==> config.mk <==
export PLATFORM = sky130hd
export DESIGN_NAME = crbt_timer
export DESIGN_NICKNAME = d
export VERILOG_FILES = /design/src/shared/crbt_pkg.sv /design/src/verilog/crbt_timer.sv
export VERILOG_INCLUDE_DIRS = /design/src /design/src/shared
export SDC_FILE = /design/constraint.sdc
export NUM_CORES = 1
export LEC_CHECK = 0
export BUFFER_PORTS_ARGS = -buffer_cell sky130_fd_sc_hd__buf_4
export CORE_UTILIZATION = 40
export CTS_BUF_LIST = sky130_fd_sc_hd__clkbuf_16
export CTS_CLUSTER_SIZE = 20
export DETAILED_ROUTE_END_ITERATION = 10
export SLEW_MARGIN = 5
export SYNTH_ARGS = -nofsm -noshare
export SYNTH_HDL_FRONTEND = slang
export SYNTH_SLANG_ARGS = --single-unit
==> constraint.sdc <==
create_clock -name hclk -period 2.4 [get_ports hclk]
set_input_delay 0.48 -clock hclk [delete_from_list [all_inputs] [get_ports hclk]]
set_output_delay 0.48 -clock hclk [all_outputs]
set_load 0.05 [all_outputs]
==> src/shared/crbt_regs.svh <==
// register offsets, field positions, reset values and timing counts
`ifndef CRBT_REGS_SVH
`define CRBT_REGS_SVH

// ------------------------------------------------------------
// register byte offsets
// ------------------------------------------------------------
`define CRBT_OFF_CTRL     8'h00
`define CRBT_OFF_CNT_LO   8'h04
`define CRBT_OFF_CNT_HI   8'h08
`define CRBT_OFF_CAP_LO   8'h0C
`define CRBT_OFF_CAP_HI   8'h10

// ------------------------------------------------------------
// third_timer_control bit positions
// ------------------------------------------------------------
`define CRBT_B_OVF        7
`define CRBT_B_EXF        6
`define CRBT_B_RCLK       5
`define CRBT_B_TRANSMIT_CLOCK_SELECT       4
`define CRBT_B_EXEN       3
`define CRBT_B_RUN        2
`define CRBT_B_CNTSEL     1
`define CRBT_B_CAPSEL     0

// ------------------------------------------------------------
// reset values
// ------------------------------------------------------------
`define CRBT_RST_CTRL     8'h00
`define CRBT_RST_BYTE     8'h00

// ------------------------------------------------------------
// timing and limits: oscillator periods per machine cycle and state time, baud divide, interrupt vector, count maximum
// ------------------------------------------------------------
`define CRBT_MC_DIV       4'hC
`define CRBT_ST_DIV       4'h2
`define CRBT_BAUD_DIV     4'hF
`define CRBT_VECTOR       16'h002B
`define CRBT_CNT_MAX      16'hFFFF

`endif

==> src/shared/crbt_pkg.sv <==
// types shared by the capture/reload/baud timer
package crbt_pkg;

  // ------------------------------------------------------------
  // bus slave states, one-hot
  // ------------------------------------------------------------
  typedef enum logic [3:0] {
    BS_IDLE  = 4'b0001,
    BS_WRITE = 4'b0010,
    BS_READ  = 4'b0100,
    BS_RDATA = 4'b1000
  } crbt_bus_state_t;

  // ------------------------------------------------------------
  // operating mode decoded from the control register
  // ------------------------------------------------------------
  typedef enum logic [3:0] {
    MD_OFF     = 4'b0001,
    MD_RELOAD  = 4'b0010,
    MD_CAPTURE = 4'b0100,
    MD_BAUD    = 4'b1000
  } crbt_mode_t;

endpackage

==> src/verilog/crbt_timer.sv <==
// third timer/counter: capture, auto-reload and baud generator
`include "crbt_regs.svh"

module crbt_timer
  import crbt_pkg::*;
(
  input  wire logic        hclk,          // oscillator clock
  input  wire logic        hresetn,       // async reset, low
  input  wire logic        hsel,          // slave select
  input  wire logic [7:0]  haddr,         // byte address
  input  wire logic [1:0]  htrans,        // transfer type
  input  wire logic        hwrite,        // write access
  input  wire logic [2:0]  hsize,         // transfer size
  input  wire logic        hready,        // bus ready in
  input  wire logic [31:0] hwdata,        // write data
  output logic      [31:0] hrdata,        // read data
  output logic             hreadyout,     // slave ready
  output logic             hresp,         // always okay
  input  wire logic        trigger_pin,   // async trigger pin
  input  wire logic        count_input_pin, // async count pin
  input  wire logic        timer_one_overflow, // pulse
  input  wire logic [1:0]  serial_mode,   // serial port mode
  output logic             rx_clock_pulse, // receive clock
  output logic             tx_clock_pulse, // transmit clock
  output logic             rx_bit_tick,   // receive bit rate
  output logic             tx_bit_tick,   // transmit bit rate
  output logic             timer_irq,     // interrupt request
  output logic      [15:0] irq_vector     // fixed vector
);

  // ------------------------------------------------------------
  // state
  // ------------------------------------------------------------
  crbt_bus_state_t bus_r;
  crbt_mode_t      mode;
  logic [7:0]  ctrl_r;
  logic [15:0] count_r;
  logic [15:0] cap_r;
  logic [7:0]  addr_r;
  logic [31:0] hrdata_r;
  logic [3:0]  mc_cnt_r;
  logic [3:0]  st_cnt_r;
  logic        mc_en;
  logic        st_en;
  logic [2:0]  trig_sync_r;
  logic [2:0]  cnt_sync_r;
  logic        trig_fall;
  logic        cnt_fall;
  logic        baud;
  logic        tick;
  logic        ovf;
  logic        ext_evt;
  logic        accept;
  logic        wr_en;
  logic [7:0]  wbyte;
  logic [7:0]  rd_val;
  logic [1:0]  bit_pulse;
  logic [1:0]  bit_tick_r;

  // ------------------------------------------------------------
  // clock enables from the oscillator
  // ------------------------------------------------------------
  // machine cycle: one pulse every twelve oscillator periods
  always_ff @(posedge hclk or negedge hresetn) begin
    if (!hresetn) begin
      mc_cnt_r <= 4'h0;
    end else if (mc_cnt_r == `CRBT_MC_DIV - 4'h1) begin
      mc_cnt_r <= 4'h0;
    end else begin
      mc_cnt_r <= mc_cnt_r + 4'h1;
    end
  end

  // state time: one pulse every two oscillator periods
  always_ff @(posedge hclk or negedge hresetn) begin
    if (!hresetn) begin
      st_cnt_r <= 4'h0;
    end else if (st_cnt_r == `CRBT_ST_DIV - 4'h1) begin
      st_cnt_r <= 4'h0;
    end else begin
      st_cnt_r <= st_cnt_r + 4'h1;
    end
  end

  assign mc_en = (mc_cnt_r == `CRBT_MC_DIV - 4'h1);
  assign st_en = (st_cnt_r == `CRBT_ST_DIV - 4'h1);

  // ------------------------------------------------------------
  // pin synchronisers and falling edge detect
  // ------------------------------------------------------------
  // stage 0 feeds only stage 1; the edge looks at stages 1 and 2
  always_ff @(posedge hclk or negedge hresetn) begin
    if (!hresetn) begin
      trig_sync_r <= 3'h7;
      cnt_sync_r  <= 3'h7;
    end else begin
      trig_sync_r <= {trig_sync_r[1:0], trigger_pin};
      cnt_sync_r  <= {cnt_sync_r[1:0], count_input_pin};
    end
  end

  assign trig_fall = trig_sync_r[2] & ~trig_sync_r[1];
  assign cnt_fall  = cnt_sync_r[2] & ~cnt_sync_r[1];

  // ------------------------------------------------------------
  // mode decode and counting
  // ------------------------------------------------------------
  assign baud = ctrl_r[`CRBT_B_RCLK] | ctrl_r[`CRBT_B_TRANSMIT_CLOCK_SELECT];

  // baud wins over the capture/reload select
  always_comb begin
    if (!ctrl_r[`CRBT_B_RUN]) begin
      mode = MD_OFF;
    end else if (baud) begin
      mode = MD_BAUD;
    end else if (ctrl_r[`CRBT_B_CAPSEL]) begin
      mode = MD_CAPTURE;
    end else begin
      mode = MD_RELOAD;
    end
  end

  // count source: pin edge, state time in baud, else machine cycle
  always_comb begin
    if (ctrl_r[`CRBT_B_CNTSEL]) begin
      tick = cnt_fall;
    end else if (baud) begin
      tick = st_en;
    end else begin
      tick = mc_en;
    end
    tick = tick & ctrl_r[`CRBT_B_RUN];
  end

  assign ovf = tick & (count_r == `CRBT_CNT_MAX);
  // trigger events only with the external enable set, even when off
  assign ext_evt = trig_fall & ctrl_r[`CRBT_B_EXEN];

  // ------------------------------------------------------------
  // bus slave
  // ------------------------------------------------------------
  assign accept = hsel & hready & htrans[1];
  assign wr_en  = (bus_r == BS_WRITE);
  assign wbyte  = hwdata[7:0];

  // reads take one wait state so an earlier write has landed
  always_ff @(posedge hclk or negedge hresetn) begin
    if (!hresetn) begin
      bus_r <= BS_IDLE;
    end else begin
      case (bus_r)
        BS_READ: begin
          bus_r <= BS_RDATA;
        end
        BS_IDLE, BS_WRITE, BS_RDATA: begin
          if (accept && hwrite) begin
            bus_r <= BS_WRITE;
          end else if (accept) begin
            bus_r <= BS_READ;
          end else begin
            bus_r <= BS_IDLE;
          end
        end
        default: begin
          bus_r <= BS_IDLE;
        end
      endcase
    end
  end

  // address latched in the address phase
  always_ff @(posedge hclk or negedge hresetn) begin
    if (!hresetn) begin
      addr_r <= 8'h00;
    end else if (accept && (bus_r != BS_READ)) begin
      addr_r <= haddr;
    end
  end

  // read mux; unmapped offsets read as zero
  always_comb begin
    case (addr_r)
      `CRBT_OFF_CTRL:   rd_val = ctrl_r;
      `CRBT_OFF_CNT_LO: rd_val = count_r[7:0];
      `CRBT_OFF_CNT_HI: rd_val = count_r[15:8];
      `CRBT_OFF_CAP_LO: rd_val = cap_r[7:0];
      `CRBT_OFF_CAP_HI: rd_val = cap_r[15:8];
      default:          rd_val = 8'h00;
    endcase
  end

  // read data registered during the wait state
  always_ff @(posedge hclk or negedge hresetn) begin
    if (!hresetn) begin
      hrdata_r <= 32'h0000_0000;
    end else if (bus_r == BS_READ) begin
      hrdata_r <= {24'h00_0000, rd_val};
    end
  end

  assign hrdata    = hrdata_r;
  assign hreadyout = (bus_r != BS_READ);
  assign hresp     = 1'b0;

  // ------------------------------------------------------------
  // control register and flags
  // ------------------------------------------------------------
  // software writes land first, hardware sets win over a clear
  always_ff @(posedge hclk or negedge hresetn) begin
    if (!hresetn) begin
      ctrl_r <= `CRBT_RST_CTRL;
    end else begin
      if (wr_en && addr_r == `CRBT_OFF_CTRL) begin
        ctrl_r <= wbyte;
      end
      if (ovf && !baud) begin
        ctrl_r[`CRBT_B_OVF] <= 1'b1;
      end
      if (ext_evt) begin
        ctrl_r[`CRBT_B_EXF] <= 1'b1;
      end
    end
  end

  // ------------------------------------------------------------
  // count register
  // ------------------------------------------------------------
  // a software write overrides a tick in the same cycle
  always_ff @(posedge hclk or negedge hresetn) begin
    if (!hresetn) begin
      count_r <= {`CRBT_RST_BYTE, `CRBT_RST_BYTE};
    end else if (wr_en && addr_r == `CRBT_OFF_CNT_LO) begin
      count_r[7:0] <= wbyte;
    end else if (wr_en && addr_r == `CRBT_OFF_CNT_HI) begin
      count_r[15:8] <= wbyte;
    end else if (ext_evt && mode == MD_RELOAD) begin
      count_r <= cap_r;
    end else if (ovf && (mode == MD_RELOAD || baud)) begin
      count_r <= cap_r;
    end else if (tick) begin
      count_r <= count_r + 16'h0001;
    end
  end

  // ------------------------------------------------------------
  // capture registers
  // ------------------------------------------------------------
  // a hardware capture wins so the trigger event is not lost
  always_ff @(posedge hclk or negedge hresetn) begin
    if (!hresetn) begin
      cap_r <= {`CRBT_RST_BYTE, `CRBT_RST_BYTE};
    end else if (ext_evt && mode == MD_CAPTURE) begin
      cap_r <= count_r;
    end else if (wr_en && addr_r == `CRBT_OFF_CAP_LO) begin
      cap_r[7:0] <= wbyte;
    end else if (wr_en && addr_r == `CRBT_OFF_CAP_HI) begin
      cap_r[15:8] <= wbyte;
    end
  end

  // ------------------------------------------------------------
  // serial port clocks
  // ------------------------------------------------------------
  // overflow pulses still leave in baud mode though no flag is set
  assign rx_clock_pulse = ctrl_r[`CRBT_B_RCLK] ? ovf
                                               : timer_one_overflow;
  assign tx_clock_pulse = ctrl_r[`CRBT_B_TRANSMIT_CLOCK_SELECT] ? ovf
                                               : timer_one_overflow;
  assign bit_pulse = {tx_clock_pulse, rx_clock_pulse};

  // divide each clock by sixteen in serial modes 1 and 3 only
  genvar g;
  generate
    for (g = 0; g < 2; g = g + 1) begin : g_bit
      logic [3:0] div_r;
      always_ff @(posedge hclk or negedge hresetn) begin
        if (!hresetn) begin
          div_r         <= 4'h0;
          bit_tick_r[g] <= 1'b0;
        end else if (!serial_mode[0]) begin
          div_r         <= 4'h0;
          bit_tick_r[g] <= 1'b0;
        end else begin
          bit_tick_r[g] <= bit_pulse[g] &&
                           (div_r == `CRBT_BAUD_DIV);
          if (bit_pulse[g]) begin
            div_r <= div_r + 4'h1;
          end
        end
      end
    end
  endgenerate

  assign rx_bit_tick = bit_tick_r[0];
  assign tx_bit_tick = bit_tick_r[1];

  // ------------------------------------------------------------
  // interrupt request
  // ------------------------------------------------------------
  // flags stay set until software clears them; no vector clear
  assign timer_irq  = ctrl_r[`CRBT_B_OVF] |
                      ctrl_r[`CRBT_B_EXF];
  assign irq_vector = `CRBT_VECTOR;

endmodule

-- Word-level counts from Yosys, hierarchy flattened
Index checks and enable logic that the tools add are counted.
- flip-flop bits (word level): 84
- input port bits: 55
- output and inout bits: 55
- word-level logic and storage cells: 113
- $add $sub $neg: 5
- equal/unequal tests: 20
- multiplexer cells: 32
- bitwise gates (word level): 12
- reduce and logical (&&, ||, !) cells: 26
- operators with widths (cell ; number):
    16-bit two-way mux ; 4
    8-bit two-way mux ; 7
    8-bit one-hot mux with 5 select lines ; 1
    4-bit two-way mux ; 8
    16-bit by 1-bit adder with 16-bit output (second input constant) ; 1
    4-bit by 1-bit adder with 4-bit output (second input constant) ; 4
    16-bit equality test (second input constant) ; 1
    4-bit equality test (second input constant) ; 4
    8-bit by 4-bit equality test with 1-bit output (second input constant) ; 2
    1-bit logical AND ; 13
    3-bit two-way mux ; 3
    4-bit by 1-bit equality test with 1-bit output (second input constant) ; 2
    4-bit by 2-bit equality test with 1-bit output (second input constant) ; 2
    4-bit by 3-bit equality test with 1-bit output (second input constant) ; 2
    8-bit by 3-bit equality test with 1-bit output (second input constant) ; 1
    8-bit by 5-bit equality test with 1-bit output (second input constant) ; 1
    8-bit logical NOT ; 1
    1-bit two-way mux ; 8
    4-bit one-hot mux with 2 select lines ; 1
    2-bit nonzero test ; 4
    4-bit nonzero test ; 2
    1-bit AND ; 7
    2-bit AND reduction ; 3
    2-bit by 1-bit inequality test with 1-bit output (second input constant) ; 2
    7 further kinds ; 11

-- Depth between registers and ports, before layout
Gate-level depths: netlist of run 1.
- depth after elaboration: 10
- gate-level depth with buffers: 9
- depth with buffers taken out: 7

-- Least setup slack after synthesis of run 1
Ideal clock, no wire load.
- path kind: register to output
- start: register count_r[0]
- end: output port rx_clock_pulse
- arrival: 1.829 ns
- required time: 1.920 ns
- path slack: 0.091 ns
- stages on the path, launching flop included: 8
- path buffers: 1
- path through: dfrtp_1 > ha_1 > and3_1 > buf_2 > nand4_1 > nor3_2 > mux2i_1 > inv_1
- word-level cells in the longest chain between the ends: 3
- ends and longest elaborated chain (what ; line ; source):
    start: declaration ; crbt_timer.sv:37 ; logic [15:0] count_r;
    start signal: assignment ; crbt_timer.sv:231 ; count_r <= {`CRBT_RST_BYTE, `CRBT_RST_BYTE};
    start signal: assignment ; crbt_timer.sv:233 ; count_r[7:0] <= wbyte;
    start signal: assignment ; crbt_timer.sv:237 ; count_r <= cap_r;
    16-bit equality test (no source line) ; - ;
    1-bit AND ; crbt_timer.sv:135 ; assign ovf = tick & (count_r == `CRBT_CNT_MAX);
    1-bit two-way mux ; crbt_timer.sv:265 ; assign rx_clock_pulse = ctrl_r[`CRBT_B_RCLK] ? ovf
    end: declaration ; crbt_timer.sv:23 ; output logic rx_clock_pulse,
No other way between the ends.

-- Final worst setup path of run 1
- start: register mc_cnt_r[0]
- end: output port tx_clock_pulse
- word-level cells in the longest chain between the ends: 6
- ends and longest elaborated chain (what ; line ; source):
    start: declaration ; crbt_timer.sv:41 ; logic [3:0] mc_cnt_r;
    start signal: assignment ; crbt_timer.sv:70 ; mc_cnt_r <= mc_cnt_r + 4'h1;
    4-bit equality test ; crbt_timer.sv:85 ; assign mc_en = (mc_cnt_r == `CRBT_MC_DIV - 4'h1);
    1-bit two-way mux ; crbt_timer.sv:127 ; end else if (baud) begin
    1-bit two-way mux ; crbt_timer.sv:125 ; if (ctrl_r[`CRBT_B_CNTSEL]) begin
    1-bit AND ; crbt_timer.sv:132 ; tick = tick & ctrl_r[`CRBT_B_RUN];
    1-bit AND ; crbt_timer.sv:135 ;
    1-bit two-way mux ; crbt_timer.sv:267 ; assign tx_clock_pulse = ctrl_r[`CRBT_B_TRANSMIT_CLOCK_SELECT] ? ovf
    end: declaration ; crbt_timer.sv:24 ; output logic tx_clock_pulse,
No other way between the ends.

==> run summary, run 1 <==
==========================================================================================
Result of the run                                                             finished with violations
Failing checks                                                                negative setup slack
Chip Width                                                                          112 um
Total routing usage reported by global routing                                       0.202
Total power density per cell area                                              737 nW/um^2
RSZ-0062 raised after global routing                                                  true
Pleak                                                                           0.00265 uW
Clock edge transition at the registers on the reported setup and hold paths          60 ps
Number of fill cells                                                                  1095
Main area contributors after synthesis                                        sky130_fd_sc_hd__dfrtp_1 40%, sky130_fd_sc_hd__buf_4 6.8%, sky130_fd_sc_hd__mux2i_1 6.2%, sky130_fd_sc_hd__dfstp_2 3.8%, sky130_fd_sc_hd__mux2_2 3.5%
IO Count                                                                               110
Ordered list of cells on the worst path                                       ha_2 > nand3b_1 > a221o_1 > nor3_4 > mux2i_2 > inv_1 > buf_6
First DRT Iteration DRCs                                                               263
Initial antenna violation count                                                          0
Post-route standard cell area excluding fillers                                  5810 um^2
Number of buffers added to fix hold violations after cts                                 0
Req. time, crit path                                                               1920 ps
Final weighted congestion in routability-driven placement                            0.859
Number of hold violations in the final report                                            0
Yosys cell types                                                                        66
Final WS setup                                                                    -46.3 ps
Crit path capture type                                                          output pin
Area Growth Syn to Fin                                                               19.3%
Post-synthesis sequential area ratio                                                 0.433
Starting utilization of the core area                                                0.418
Quantity of I/O buffers inserted on ports                                               39
Path category of the worst min-delay check                                    input port to async pin
DRC violations left                                                                      0
Arrival time at the worst endpoint                                                 1970 ps
Crit-path leading delay family                                                compound AO/OA/AOI/OAI gates
Final critical delay including setup and external delays                           2450 ps
Slew @ Worst Pin                                                                    631 ps
Post-Route Skew                                                                    7.82 ps
Yosys warning count                                                                      0
Via count normalized by instance count                                                5.43
Bufs on Longest Clock Path                                                               2
Category of the worst setup path launch point                                    flip-flop
Fmax achieved                                                                    0.409 GHz
Wire length of the first global-routing pass                                       19.7 mm
Vias                                                                                  3812
CTS tree                                                                              done
Root Driver                                                                   sky130_fd_sc_hd__clkbuf_16
Max H-tree Level                                                                         3
Crit Path Class                                                               flip-flop to output pin
Library cell with the highest instance count after synthesis                  sky130_fd_sc_hd__dfrtp_1
Final wirelength                                                                   11.9 mm
Max-capacitance violation count                                                          0
Chip Height                                                                         112 um
Gr ovfl total                                                                            0
Estimated wirelength of the detail-placed design                                   8.64 mm
Insertion delay of the later-clocked pin in the worst-skew pair                     340 ps
Antenna viol nets, final                                                                 0
Syn Std Cell Area                                                                4870 um^2
Critical R2R Launch                                                            mc_cnt_r[0]
Worst setup path start                                                         mc_cnt_r[0]
Final setup viols                                                                        3
Worst rel slew slack                                                                 0.578
Mean instance size in the synthesized netlist                                    10.2 um^2
Total die area                                                                  12600 um^2
Post-synthesis cell type with the largest combined area                       sky130_fd_sc_hd__dfrtp_1
Overall Power                                                                      4280 uW
Clock buffers created by TritonCTS                                                       9
Cells after Synth                                                                      477
Worst setup timing slack at the placement stage                                   0.186 ps
Row count                                                                               39
Post-Place Cell Area                                                             5340 um^2
Count of final max-slew check failures                                                   0
Maximum number of pins on one net before global-route repair                            36
Post-synthesis register bit count                                                       84
Number of global-route vias before repair                                             3751
First-pass DRT Iterations                                                                7
Most frequent cells after synthesis                                           77 x sky130_fd_sc_hd__dfrtp_1, 44 x sky130_fd_sc_hd__buf_4, 42 x sky130_fd_sc_hd__nand2_1
Cell with the biggest individual delay on the critical path                   sky130_fd_sc_hd__a221o_1
Area share of the leading cell type in the synthesized netlist                       0.395
Clk sink count                                                                          84
Peak fanout along the critical path                                                      3
Final Hold Slack                                                                   95.1 ps
EDFF count, synth                                                                        0
Drt wl/cell                                                                        17.0 um
Crit-path max cell delay                                                            370 ps
Number of diodes                                                                         0
Dominant register cell in the synthesized netlist                             sky130_fd_sc_hd__dfrtp_1
Final cycle utilization of the critical path                                          1.02
Async SR Flop Fraction                                                                1.00
Post-layout nets                                                                       613
Core footprint                                                                  11700 um^2
Buf+Inv Stages, Crit Path                                                                2
Maximum vdd ir drop                                                               0.416 mV
Layout cell share with drive strength beyond 1                                       0.288
==========================================================================================
-- flip-flops by register name, indices dropped and copies added (netlist names) --
signal and count:
hrdata 8, cap_r 16, mc_cnt_r 4, cnt_sync_r 3, trig_sync_r 3, addr_r 8, rx_bit_tick 1, count_r 16
st_cnt_r 4, tx_bit_tick 1, bus_r 4, g_bit.div_r 8, ctrl_r 8
-- per-layer routing --
layer,up-vias,part of all wire,global-route usage
li1,1803,-,-
met1,1864,0.44,0.268
met2,130,0.48,0.328
met3,15,0.060,0.0373
met4,0,0.017,0.0782
met5,-,0,0
-- worst register-to-register path: stages, from the launching register on --
cell and delay [ps]:
sky130_fd_sc_hd__dfrtp_1 350, sky130_fd_sc_hd__ha_2 200, sky130_fd_sc_hd__nand3b_1 130, sky130_fd_sc_hd__a221o_1 370, sky130_fd_sc_hd__buf_4 180, sky130_fd_sc_hd__or2_4 270, sky130_fd_sc_hd__o41ai_4 310, sky130_fd_sc_hd__buf_4 190
sky130_fd_sc_hd__mux2i_2 220, sky130_fd_sc_hd__o211ai_2 80
-- through the flow --
stage	setup TNS, ps	instances	util
final	-111	702	0.499
after floorplan	0	516	-
after detailed placement	0	671	0.458
after global placement	0	671	0.458
after CTS	-269	699	0.495
after global routing	-486	702	0.499
-- area by class of cell --
type,instances,area [um^2],area share
Tap cell,143,179,0.0308
Sequential cell,84,2110,0.363
Clock buffer,9,225,0.0387
Inverter,10,37.5,0.00646
Timing Repair Buffer,92,698,0.120
Clock inverter,7,61.3,0.0105
Multi-Input combinational cell,357,2500,0.430
-- placed cells by master, fill, tap and decap left out, types with 4 or more instances in the layout --
cell / Yosys / layout
sky130_fd_sc_hd__buf_4: 44 / 90
sky130_fd_sc_hd__dfrtp_1: 77 / 76
sky130_fd_sc_hd__nand2_1: 42 / 42
sky130_fd_sc_hd__conb_1: 2 / 41
sky130_fd_sc_hd__mux2i_1: 30 / 27
sky130_fd_sc_hd__o21ai_0: 27 / 26
sky130_fd_sc_hd__nand3_1: 20 / 20
sky130_fd_sc_hd__nor2_1: 20 / 20
sky130_fd_sc_hd__mux2_2: 15 / 15
sky130_fd_sc_hd__xnor2_1: 13 / 13
sky130_fd_sc_hd__inv_1: 10 / 12
sky130_fd_sc_hd__a22oi_1: 12 / 12
sky130_fd_sc_hd__a31oi_1: 9 / 9
sky130_fd_sc_hd__clkbuf_16: 0 / 9
sky130_fd_sc_hd__a222oi_1: 8 / 8
sky130_fd_sc_hd__o21ai_1: 7 / 8
sky130_fd_sc_hd__nor3_1: 7 / 7
sky130_fd_sc_hd__nor4_1: 7 / 7
sky130_fd_sc_hd__a21oi_1: 7 / 7
sky130_fd_sc_hd__dfstp_2: 7 / 7
sky130_fd_sc_hd__and2_1: 6 / 6
sky130_fd_sc_hd__nand2b_1: 5 / 5
sky130_fd_sc_hd__and3_1: 7 / 5
sky130_fd_sc_hd__o211ai_1: 5 / 5
sky130_fd_sc_hd__xor2_1: 4 / 4
sky130_fd_sc_hd__nor2b_1: 4 / 4
sky130_fd_sc_hd__and4_1: 4 / 4
sky130_fd_sc_hd__nand4_1: 4 / 4
-- final timing paths --
kind / end / slack [ps] / cells after the start
worst max-delay path: tx_clock_pulse / -50 / 7
worst min-delay path: ctrl_r[7] / 100 / 1
worst max register to register: count_r[6] / -20 / 9
worst min register to register: cnt_sync_r[1] / 360 / 0
max in group asynchronous: cnt_sync_r[2] / 1560 / 2
min in group hclk: cnt_sync_r[0] / 240 / 1
-- timing repair --
action | 4_1_cts | 5_1_grt
pin swaps | 5 | 4
setup buffers | 12 | 3
endpoints found under the setup margin | 3 | 19
resized for setup | 11 | 5
cloned | 0 | 0
-- cells by family (layout without fill, tap and decap cells) --
family	after synthesis	in the layout	share of synthesized area
multiplexers	45	45	0.0963
AO/OA/AOI/OAI	97	97	0.146
AND/OR/NAND/NOR	153	153	0.184
XOR/XNOR	17	17	0.0305
adder cells (fa/ha/maj)	4	4	0.0103
buffers and inverters	75	118	0.0983
other	2	41	0.00154
flip-flops	84	84	0.433
-- report_power, final --
group / internal [uW] / switching, uW
sequential: 1640 / 235
clock: 795 / 561
combinational: 421 / 636
total: 2850 / 1430
(Power assumes the default switching activity.)
==> run 2: changes to the inputs <==
--- a/config.mk
+++ b/config.mk
@@ -6,6 +6,7 @@
 export SDC_FILE = /design/constraint.sdc
 export NUM_CORES = 1
 export LEC_CHECK = 0
+export ABC_AREA = 1
 export BUFFER_PORTS_ARGS = -buffer_cell sky130_fd_sc_hd__buf_4
 export CORE_UTILIZATION = 40
 export CTS_BUF_LIST = sky130_fd_sc_hd__clkbuf_16
==> run summary, run 2 <==
============================================================================================
Main area contributors after synthesis                                          sky130_fd_sc_hd__dfrtp_1 39%, sky130_fd_sc_hd__nand2_1 12%, sky130_fd_sc_hd__nand3_1 7.0%, sky130_fd_sc_hd__buf_4 6.2%, sky130_fd_sc_hd__nor2_1 3.9%   was sky130_fd_sc_hd__dfrtp_1 40%, sky130_fd_sc_hd__buf_4 6.8%, sky130_fd_sc_hd__mux2i_1 6.2%, sky130_fd_sc_hd__dfstp_2 3.8%, sky130_fd_sc_hd__mux2_2 3.5%
Crit-path leading delay family                                                  simple AND/OR/NAND/NOR gates   was compound AO/OA/AOI/OAI gates
Cell mode on critical path                                                      sky130_fd_sc_hd__nor2_4
Mean instance size in the synthesized netlist                                      7.92 um^2   was 10.2 um^2
Chip Height                                                                           114 um   was 112 um
Category of the worst setup path launch point                                      flip-flop   unchanged
Drt wl/cell                                                                          15.2 um   was 17.0 um
Buf+Inv Stages, Crit Path                                                                  1   was 2
Max H-tree Level                                                                           3   unchanged
Most frequent cells in the layout                                               162 x sky130_fd_sc_hd__nand2_1, 77 x sky130_fd_sc_hd__dfrtp_1, 69 x sky130_fd_sc_hd__nand3_1, 67 x sky130_fd_sc_hd__buf_4, 51 x sky130_fd_sc_hd__nor2_1   was 90 x sky130_fd_sc_hd__buf_4, 76 x sky130_fd_sc_hd__dfrtp_1, 42 x sky130_fd_sc_hd__nand2_1, 41 x sky130_fd_sc_hd__conb_1, 27 x sky130_fd_sc_hd__mux2i_1
Crit path capture type                                                            output pin   unchanged
Row count                                                                                 40   was 39
Result of the run                                                               finished, final reports clean   was finished with violations
Final weighted congestion in routability-driven placement                              0.916   was 0.859
Final critical delay including setup and external delays                             2340 ps   was 2450 ps
Met2 routed WL                                                                       6.21 mm   was 5.72 mm
Count of final max-slew check failures                                                     0   unchanged
Post-route standard cell area excluding fillers                                    5840 um^2   was 5810 um^2
Layout cell share with drive strength beyond 1                                         0.210   was 0.288
First-pass DRT Iterations                                                                  5   was 7
Initial antenna violation count                                                            0   unchanged
Wire length of the first global-routing pass                                         21.5 mm   was 19.7 mm
Clock buffers created by TritonCTS                                                         9   unchanged
Post-Place Cell Area                                                               5440 um^2   was 5340 um^2
Cell with the biggest individual delay on the critical path                     sky130_fd_sc_hd__dfrtp_1   was sky130_fd_sc_hd__a221o_1
Chip Width                                                                            114 um   was 112 um
Pleak                                                                             0.00282 uW   was 0.00265 uW
Main combinational cell family by area after synthesis                          simple AND/OR/NAND/NOR gates   unchanged
Antenna viol nets, final                                                                   0   unchanged
Yosys cell types                                                                          45   was 66
Req. time, crit path                                                                 1920 ps   about the same
Post-synthesis cell type with the largest combined area                         sky130_fd_sc_hd__dfrtp_1   unchanged
Total power density per cell area                                                678 nW/um^2   was 737 nW/um^2
Final setup viols                                                                          0   was 3
Quantity of I/O buffers inserted on ports                                                 39   unchanged
Async SR Flop Fraction                                                                  1.00   unchanged
Maximum number of pins on one net before global-route repair                              39   was 36
Starting utilization of the core area                                                  0.413   was 0.418
Portion of netlist area occupied by mux cells                                        0.00905   was 0.0963
Number of buffers added to fix hold violations after cts                                   0   unchanged
Path category of the worst min-delay check                                      input port to async pin   unchanged
DRC violations left                                                                        0   unchanged
Yosys warning count                                                                        0   unchanged
Post-Route Skew                                                                      8.87 ps   was 7.82 ps
Post-synthesis register bit count                                                         84   unchanged
Post-synthesis sequential area ratio                                                   0.424   was 0.433
Via count normalized by instance count                                                  5.03   was 5.43
Peak fanout along the critical path                                                        3   unchanged
Routed metal-1 wirelength                                                            5.66 mm   was 5.28 mm
Total routing usage reported by global routing                                         0.218   was 0.202
Number of hold violations in the final report                                              0   unchanged
Number of diodes                                                                           0   unchanged
IO Count                                                                                 110   unchanged
EDFF count, synth                                                                          0   unchanged
First DRT Iteration DRCs                                                                 436   was 263
Number of global-route vias before repair                                               4207   was 3751
RSZ-0062 raised after global routing                                                    true   unchanged
Core footprint                                                                    12100 um^2   was 11700 um^2
Crit-path max cell delay                                                              400 ps   was 370 ps
Synth Area in Compound Gates                                                           0.100   was 0.146
Total die area                                                                    12900 um^2   was 12600 um^2
Most common library cell in the layout ignoring fill and taps                   sky130_fd_sc_hd__nand2_1   was sky130_fd_sc_hd__buf_4
Total Neg Setup Slack                                                                   0 ps   was -111 ps
Syn Std Cell Area                                                                  4980 um^2   was 4870 um^2
Arrival time at the worst endpoint                                                   1860 ps   was 1970 ps
Clock edge transition at the registers on the reported setup and hold paths            60 ps   about the same
Number of fill cells                                                                    1188   was 1095
Basic-gate share of the synthesized area counting and, or, nand and nor cells          0.307   was 0.184
Adder-cell area share of the yosys netlist                                            0.0101   was 0.0103
Library cell with the highest instance count after synthesis                    sky130_fd_sc_hd__nand2_1   was sky130_fd_sc_hd__dfrtp_1
Worst rel slew slack                                                                   0.641   was 0.578
CTS tree                                                                                done   unchanged
Post-layout nets                                                                         753   was 613
Clk sink count                                                                            84   unchanged
Highest signal layer in the routed design                                               met4   unchanged
Cells after Synth                                                                        628   was 477
Fmax achieved                                                                      0.426 GHz   was 0.409 GHz
Met3 Wirelength                                                                      1.01 mm   was 721 um
Largest regs                                                                    cap_r: 16 flops, count_r: 16 flops   unchanged
Area Growth Syn to Fin                                                                 17.4%   was 19.3%
Parity-gate share of the synthesized area counting xor and xnor cells                 0.0264   was 0.0305
Area share of the leading cell type in the synthesized netlist                         0.387   was 0.395
Slew @ Worst Pin                                                                      536 ps   was 631 ps
Max-capacitance violation count                                                            0   unchanged
Final wirelength                                                                     13.2 mm   was 11.9 mm
Insertion delay of the later-clocked pin in the worst-skew pair                       340 ps   about the same
Most frequent cells after synthesis                                             163 x sky130_fd_sc_hd__nand2_1, 77 x sky130_fd_sc_hd__dfrtp_1, 70 x sky130_fd_sc_hd__nand3_1   was 77 x sky130_fd_sc_hd__dfrtp_1, 44 x sky130_fd_sc_hd__buf_4, 42 x sky130_fd_sc_hd__nand2_1
Ordered list of cells on the worst path                                         ha_4 > nand3_4 > nor2_4 > nand4_4 > nor2_4 > nand2_4 > o21bai_4 > buf_6   was ha_2 > nand3b_1 > a221o_1 > nor3_4 > mux2i_2 > inv_1 > buf_6
Post-layout util                                                                       0.484   was 0.499
Bufs on Longest Clock Path                                                                 2   unchanged
Vias                                                                                    4359   was 3812
Gr ovfl total                                                                              0   unchanged
Maximum vdd ir drop                                                                 0.334 mV   was 0.416 mV
Root Driver                                                                     sky130_fd_sc_hd__clkbuf_16   unchanged
Crit Path Class                                                                 flip-flop to output pin   unchanged
Estimated wirelength of the detail-placed design                                     9.98 mm   was 8.64 mm
Final cycle utilization of the critical path                                           0.977   was 1.02
Dominant register cell in the synthesized netlist                               sky130_fd_sc_hd__dfrtp_1   unchanged
============================================================================================
==> run 2: cell count changes in the layout (fill, tap and decap cells not counted), sizes merged, moves of 8 or more <==
cell and delta:
a21oi +14, a222oi -8, a31oi -9, buf -22
inv +46, mux2 -11, mux2i -30, nand2 +123
nand3 +53, nor2 +48, nor4 -10, o21ai -15
==> run 2: final cells by class <==
cell class | instances | area (um^2) | share of cell area
clock inverters | 7 | 68.8 | 0.0118
clock buffers | 9 | 225 | 0.0386
inverters | 60 | 226 | 0.0388
flip-flops and latches | 84 | 2110 | 0.361
well taps | 168 | 210 | 0.0360
multi-input cells | 469 | 2450 | 0.420
repair buffers | 70 | 546 | 0.0934
==> run 2: timing repair <==
action / in CTS / in global routing
pin swaps: 1 / 9
resized for setup: 6 / 5
buffers inserted: 2 / 5
endpoints found under the setup margin: 2 / 2
==> run 2: logic make-up after synthesis <==
kind of cell,Yosys count
buffers and inverters,114
multiplexers,4
AO/OA/AOI/OAI,74
adder cells (fa/ha/maj),4
flip-flops,84
AND/OR/NAND/NOR,331
XOR/XNOR,15
other,2
==> run 2: where the power goes <==
group	leakage (uW)	switching, uW	internal [uW]
combinational	0.00172	601	307
clock	0.000135	578	800
sequential	0.000967	134	1540
total	0.00282	1310	2650
==> run 2: per-stage QoR <==
step / std cells / setup WS [ps] / hold WS [ps] / total power, uW
6_report: 867 / 55.0 / 111 / 3960
3_5_place_dp: 844 / 236 / 347 / 2570
3_3_place_gp: 844 / 307 / 346 / 2560
4_1_cts: 862 / 13.9 / 120 / 3960
2_1_floorplan: 667 / 329 / 184 / 2320
5_1_grt: 867 / -37.4 / 137 / 4140
==> run 2: worst register-to-register path: stages (launching register included) <==
cell and delay (ps):
sky130_fd_sc_hd__dfrtp_1 390, sky130_fd_sc_hd__nor2_2 180, sky130_fd_sc_hd__inv_1 60, sky130_fd_sc_hd__nor2_1 110, sky130_fd_sc_hd__nand3_1 120, sky130_fd_sc_hd__nor2_2 330
sky130_fd_sc_hd__nor2_1 90, sky130_fd_sc_hd__nand3_1 130, sky130_fd_sc_hd__nand2_2 180, sky130_fd_sc_hd__inv_1 210, sky130_fd_sc_hd__nand3_1 110, sky130_fd_sc_hd__nand2_1 70
==> run 2: worst paths after layout <==
| check | from | to | slack (ps) | cells after the start |
|---|---|---|---|---|
| worst max register to register | addr_r[1] | count_r[9] | 350 | 11 |
| worst min register to register | cnt_sync_r[0] | cnt_sync_r[1] | 360 | 0 |
| min in group hclk | count_input_pin | cnt_sync_r[0] | 240 | 1 |
| max in group asynchronous | hresetn | trig_sync_r[2] | 1600 | 2 |
| worst min-delay path | hresetn | count_r[13] | 110 | 1 |
| worst max-delay path | count_r[1] | rx_clock_pulse | 60 | 8 |
==> run 2: metal layers <==
layer / up-vias / track usage
met1: 2079 / 0.283
li1: 2102 / -
met2: 159 / 0.350
met5: - / 0
met3: 19 / 0.0627
met4: 0 / 0.0763
==> run 3: changes to the inputs <==
--- a/config.mk
+++ b/config.mk
@@ -9,7 +9,6 @@
 export ABC_AREA = 1
 export BUFFER_PORTS_ARGS = -buffer_cell sky130_fd_sc_hd__buf_4
 export CORE_UTILIZATION = 40
-export CTS_BUF_LIST = sky130_fd_sc_hd__clkbuf_16
 export CTS_CLUSTER_SIZE = 20
 export DETAILED_ROUTE_END_ITERATION = 10
 export SLEW_MARGIN = 5
==> run summary, run 3 (synthesized netlist as in run 2, its figures left out) <==
==========================================================================================
Most common library cell in the layout ignoring fill and taps                 sky130_fd_sc_hd__nand2_1   unchanged
Chip Height                                                                         114 um   unchanged
Chip Width                                                                          114 um   unchanged
Final wirelength                                                                   13.1 mm   was 13.2 mm
Clock edge transition at the registers on the reported setup and hold paths          60 ps   about the same
Root Driver                                                                   sky130_fd_sc_hd__clkbuf_16   unchanged
Quantity of I/O buffers inserted on ports                                               39   unchanged
Arrival time at the worst endpoint                                                 1860 ps   about the same
Wire length of the first global-routing pass                                       21.5 mm   unchanged
Gr ovfl total                                                                            0   unchanged
Post-Route Skew                                                                    9.43 ps   was 8.87 ps
Path category of the worst min-delay check                                    input port to async pin   unchanged
Result of the run                                                             finished, final reports clean   unchanged
Ordered list of cells on the worst path                                       ha_4 > nand3_4 > nor2_4 > nand4_4 > nor2_4 > nand2_4 > o21bai_4 > buf_6   unchanged
Insertion delay of the later-clocked pin in the worst-skew pair                     340 ps   about the same
RSZ-0062 raised after global routing                                                  true   unchanged
Area Growth Syn to Fin                                                               17.4%   unchanged
Register area                                                                    2110 um^2   unchanged
Total routing usage reported by global routing                                       0.218   unchanged
Total power density per cell area                                              679 nW/um^2   was 678 nW/um^2
Cell mode on critical path                                                    sky130_fd_sc_hd__nor2_4   unchanged
Starting utilization of the core area                                                0.413   unchanged
Worst rel slew slack                                                                 0.641   about the same
Crit-path max cell delay                                                            400 ps   about the same
Vias                                                                                  4380   was 4359
DRC violations left                                                                      0   unchanged
Slew @ Worst Pin                                                                    537 ps   was 536 ps
Maximum number of pins on one net before global-route repair                            39   unchanged
Count of final max-slew check failures                                                   0   unchanged
Antenna viol nets, final                                                                 0   unchanged
First-pass DRT Iterations                                                                5   unchanged
Core footprint                                                                  12100 um^2   unchanged
Peak fanout along the critical path                                                      3   unchanged
Layout cell share with drive strength beyond 1                                       0.210   unchanged
Crit-path leading delay family                                                simple AND/OR/NAND/NOR gates   unchanged
Critical R2R Launch                                                              addr_r[1]   unchanged
Max-capacitance violation count                                                          0   unchanged
Largest regs                                                                  cap_r: 16 flops, count_r: 16 flops   unchanged
Fmax achieved                                                                    0.427 GHz   was 0.426 GHz
Max H-tree Level                                                                         3   unchanged
FF-to-FF setup slack                                                                350 ps   about the same
Row count                                                                               40   unchanged
Number of fill cells                                                                  1188   unchanged
Number of diodes                                                                         0   unchanged
Total die area                                                                  12900 um^2   unchanged
Cell with the biggest individual delay on the critical path                   sky130_fd_sc_hd__dfrtp_1   unchanged
Crit Path Class                                                               flip-flop to output pin   unchanged
Final WS setup                                                                     56.9 ps   was 55.0 ps
Initial antenna violation count                                                          0   unchanged
Req. time, crit path                                                               1920 ps   about the same
Post-layout nets                                                                       753   unchanged
CTS tree                                                                              done   unchanged
Final weighted congestion in routability-driven placement                            0.916   unchanged
Overall Power                                                                      3970 uW   was 3960 uW
Reg-to-reg endpoint                                                             count_r[9]   unchanged
First DRT Iteration DRCs                                                               436   unchanged
Crit path capture type                                                          output pin   unchanged
Buf+Inv Stages, Crit Path                                                                1   unchanged
Number of global-route vias before repair                                             4207   unchanged
Most frequent cells in the layout                                             162 x sky130_fd_sc_hd__nand2_1, 77 x sky130_fd_sc_hd__dfrtp_1, 69 x sky130_fd_sc_hd__nand3_1, 67 x sky130_fd_sc_hd__buf_4, 51 x sky130_fd_sc_hd__nor2_1   unchanged
Bufs on Longest Clock Path                                                               2   unchanged
Estimated wirelength of the detail-placed design                                   9.98 mm   unchanged
Drt wl/cell                                                                        15.2 um   about the same
Number of hold violations in the final report                                            0   unchanged
Depth of the most critical reg-to-reg path                                              11   unchanged
IO Count                                                                               110   unchanged
Clock buffers created by TritonCTS                                                       9   unchanged
Pleak                                                                           0.00281 uW   was 0.00282 uW
Number of stages on the worst setup path                                                 8   unchanged
Worst setup path start                                                          count_r[1]   unchanged
Clk sink count                                                                          84   unchanged
Worst setup timing slack at the placement stage                                     236 ps   unchanged
Maximum vdd ir drop                                                               0.334 mV   about the same
Category of the worst setup path launch point                                    flip-flop   unchanged
Final critical delay including setup and external delays                           2340 ps   about the same
Final cycle utilization of the critical path                                         0.976   was 0.977
Final setup viols                                                                        0   unchanged
Via count normalized by instance count                                                5.05   was 5.03
Area of the multi-input gates                                                    2450 um^2   unchanged
Post-layout util                                                                     0.484   unchanged
==========================================================================================
run 3: cell type report:
cell class	count	share of cell area
timing repair buffer	70	0.0934
inverter	60	0.0388
sequential	84	0.361
clock buffer	10	0.0392
multi-input combinational	469	0.420
clock inverter	6	0.0111
tap	168	0.0360
run 3: repair_timing:
item | 4_1_cts | 5_1_grt
resized for setup | 6 | 5
endpoints found under the setup margin | 2 | 2
hold endpoints to repair | 0 | 0
hold buffers | 0 | 0
buffers inserted | 2 | 5
pin swaps | 1 | 9
run 3: worst max path at each step:
| stage | slack (ps) | endpoint |
|---|---|---|
| floorplan | 330 | rx_clock_pulse |
| global placement | 310 | tx_clock_pulse |
| detailed placement | 240 | tx_clock_pulse |
| CTS | 10 | tx_clock_pulse |
| global route | -40 | rx_clock_pulse |
| finish | 60 | rx_clock_pulse |
run 3: through the flow:
stage / area (um^2) / instances / setup TNS [ps] / hold WS (ps)
global placement: 5440 / 844 / 0 / 346
floorplan: 5120 / 667 / 0 / 184
global route: 5840 / 867 / -48.7 / 137
detailed placement: 5440 / 844 / 0 / 347
finish: 5840 / 867 / 0 / 111
CTS: 5770 / 862 / 0 / 120
run 3: routing by layer:
| metal | track usage | share of wire | up-vias |
|---|---|---|---|
| li1 | - | - | 2104 |
| met2 | 0.350 | 0.47 | 167 |
| met4 | 0.0763 | 0.021 | 0 |
| met1 | 0.283 | 0.43 | 2090 |
| met5 | 0 | 0 | - |
| met3 | 0.0627 | 0.076 | 19 |
run 3: where the power goes:
group	internal, uW	switching, uW
registers	1540	134
clock network	804	579
logic	307	602
run 3: worst reg2reg max path: stages, from the launching register on:
cell and delay, ps:
sky130_fd_sc_hd__dfrtp_1 390, sky130_fd_sc_hd__nor2_2 180, sky130_fd_sc_hd__inv_1 60, sky130_fd_sc_hd__nor2_1 110, sky130_fd_sc_hd__nand3_1 120, sky130_fd_sc_hd__nor2_2 330, sky130_fd_sc_hd__nor2_1 90, sky130_fd_sc_hd__nand3_1 130
sky130_fd_sc_hd__nand2_2 180, sky130_fd_sc_hd__inv_1 210, sky130_fd_sc_hd__nand3_1 110, sky130_fd_sc_hd__nand2_1 70
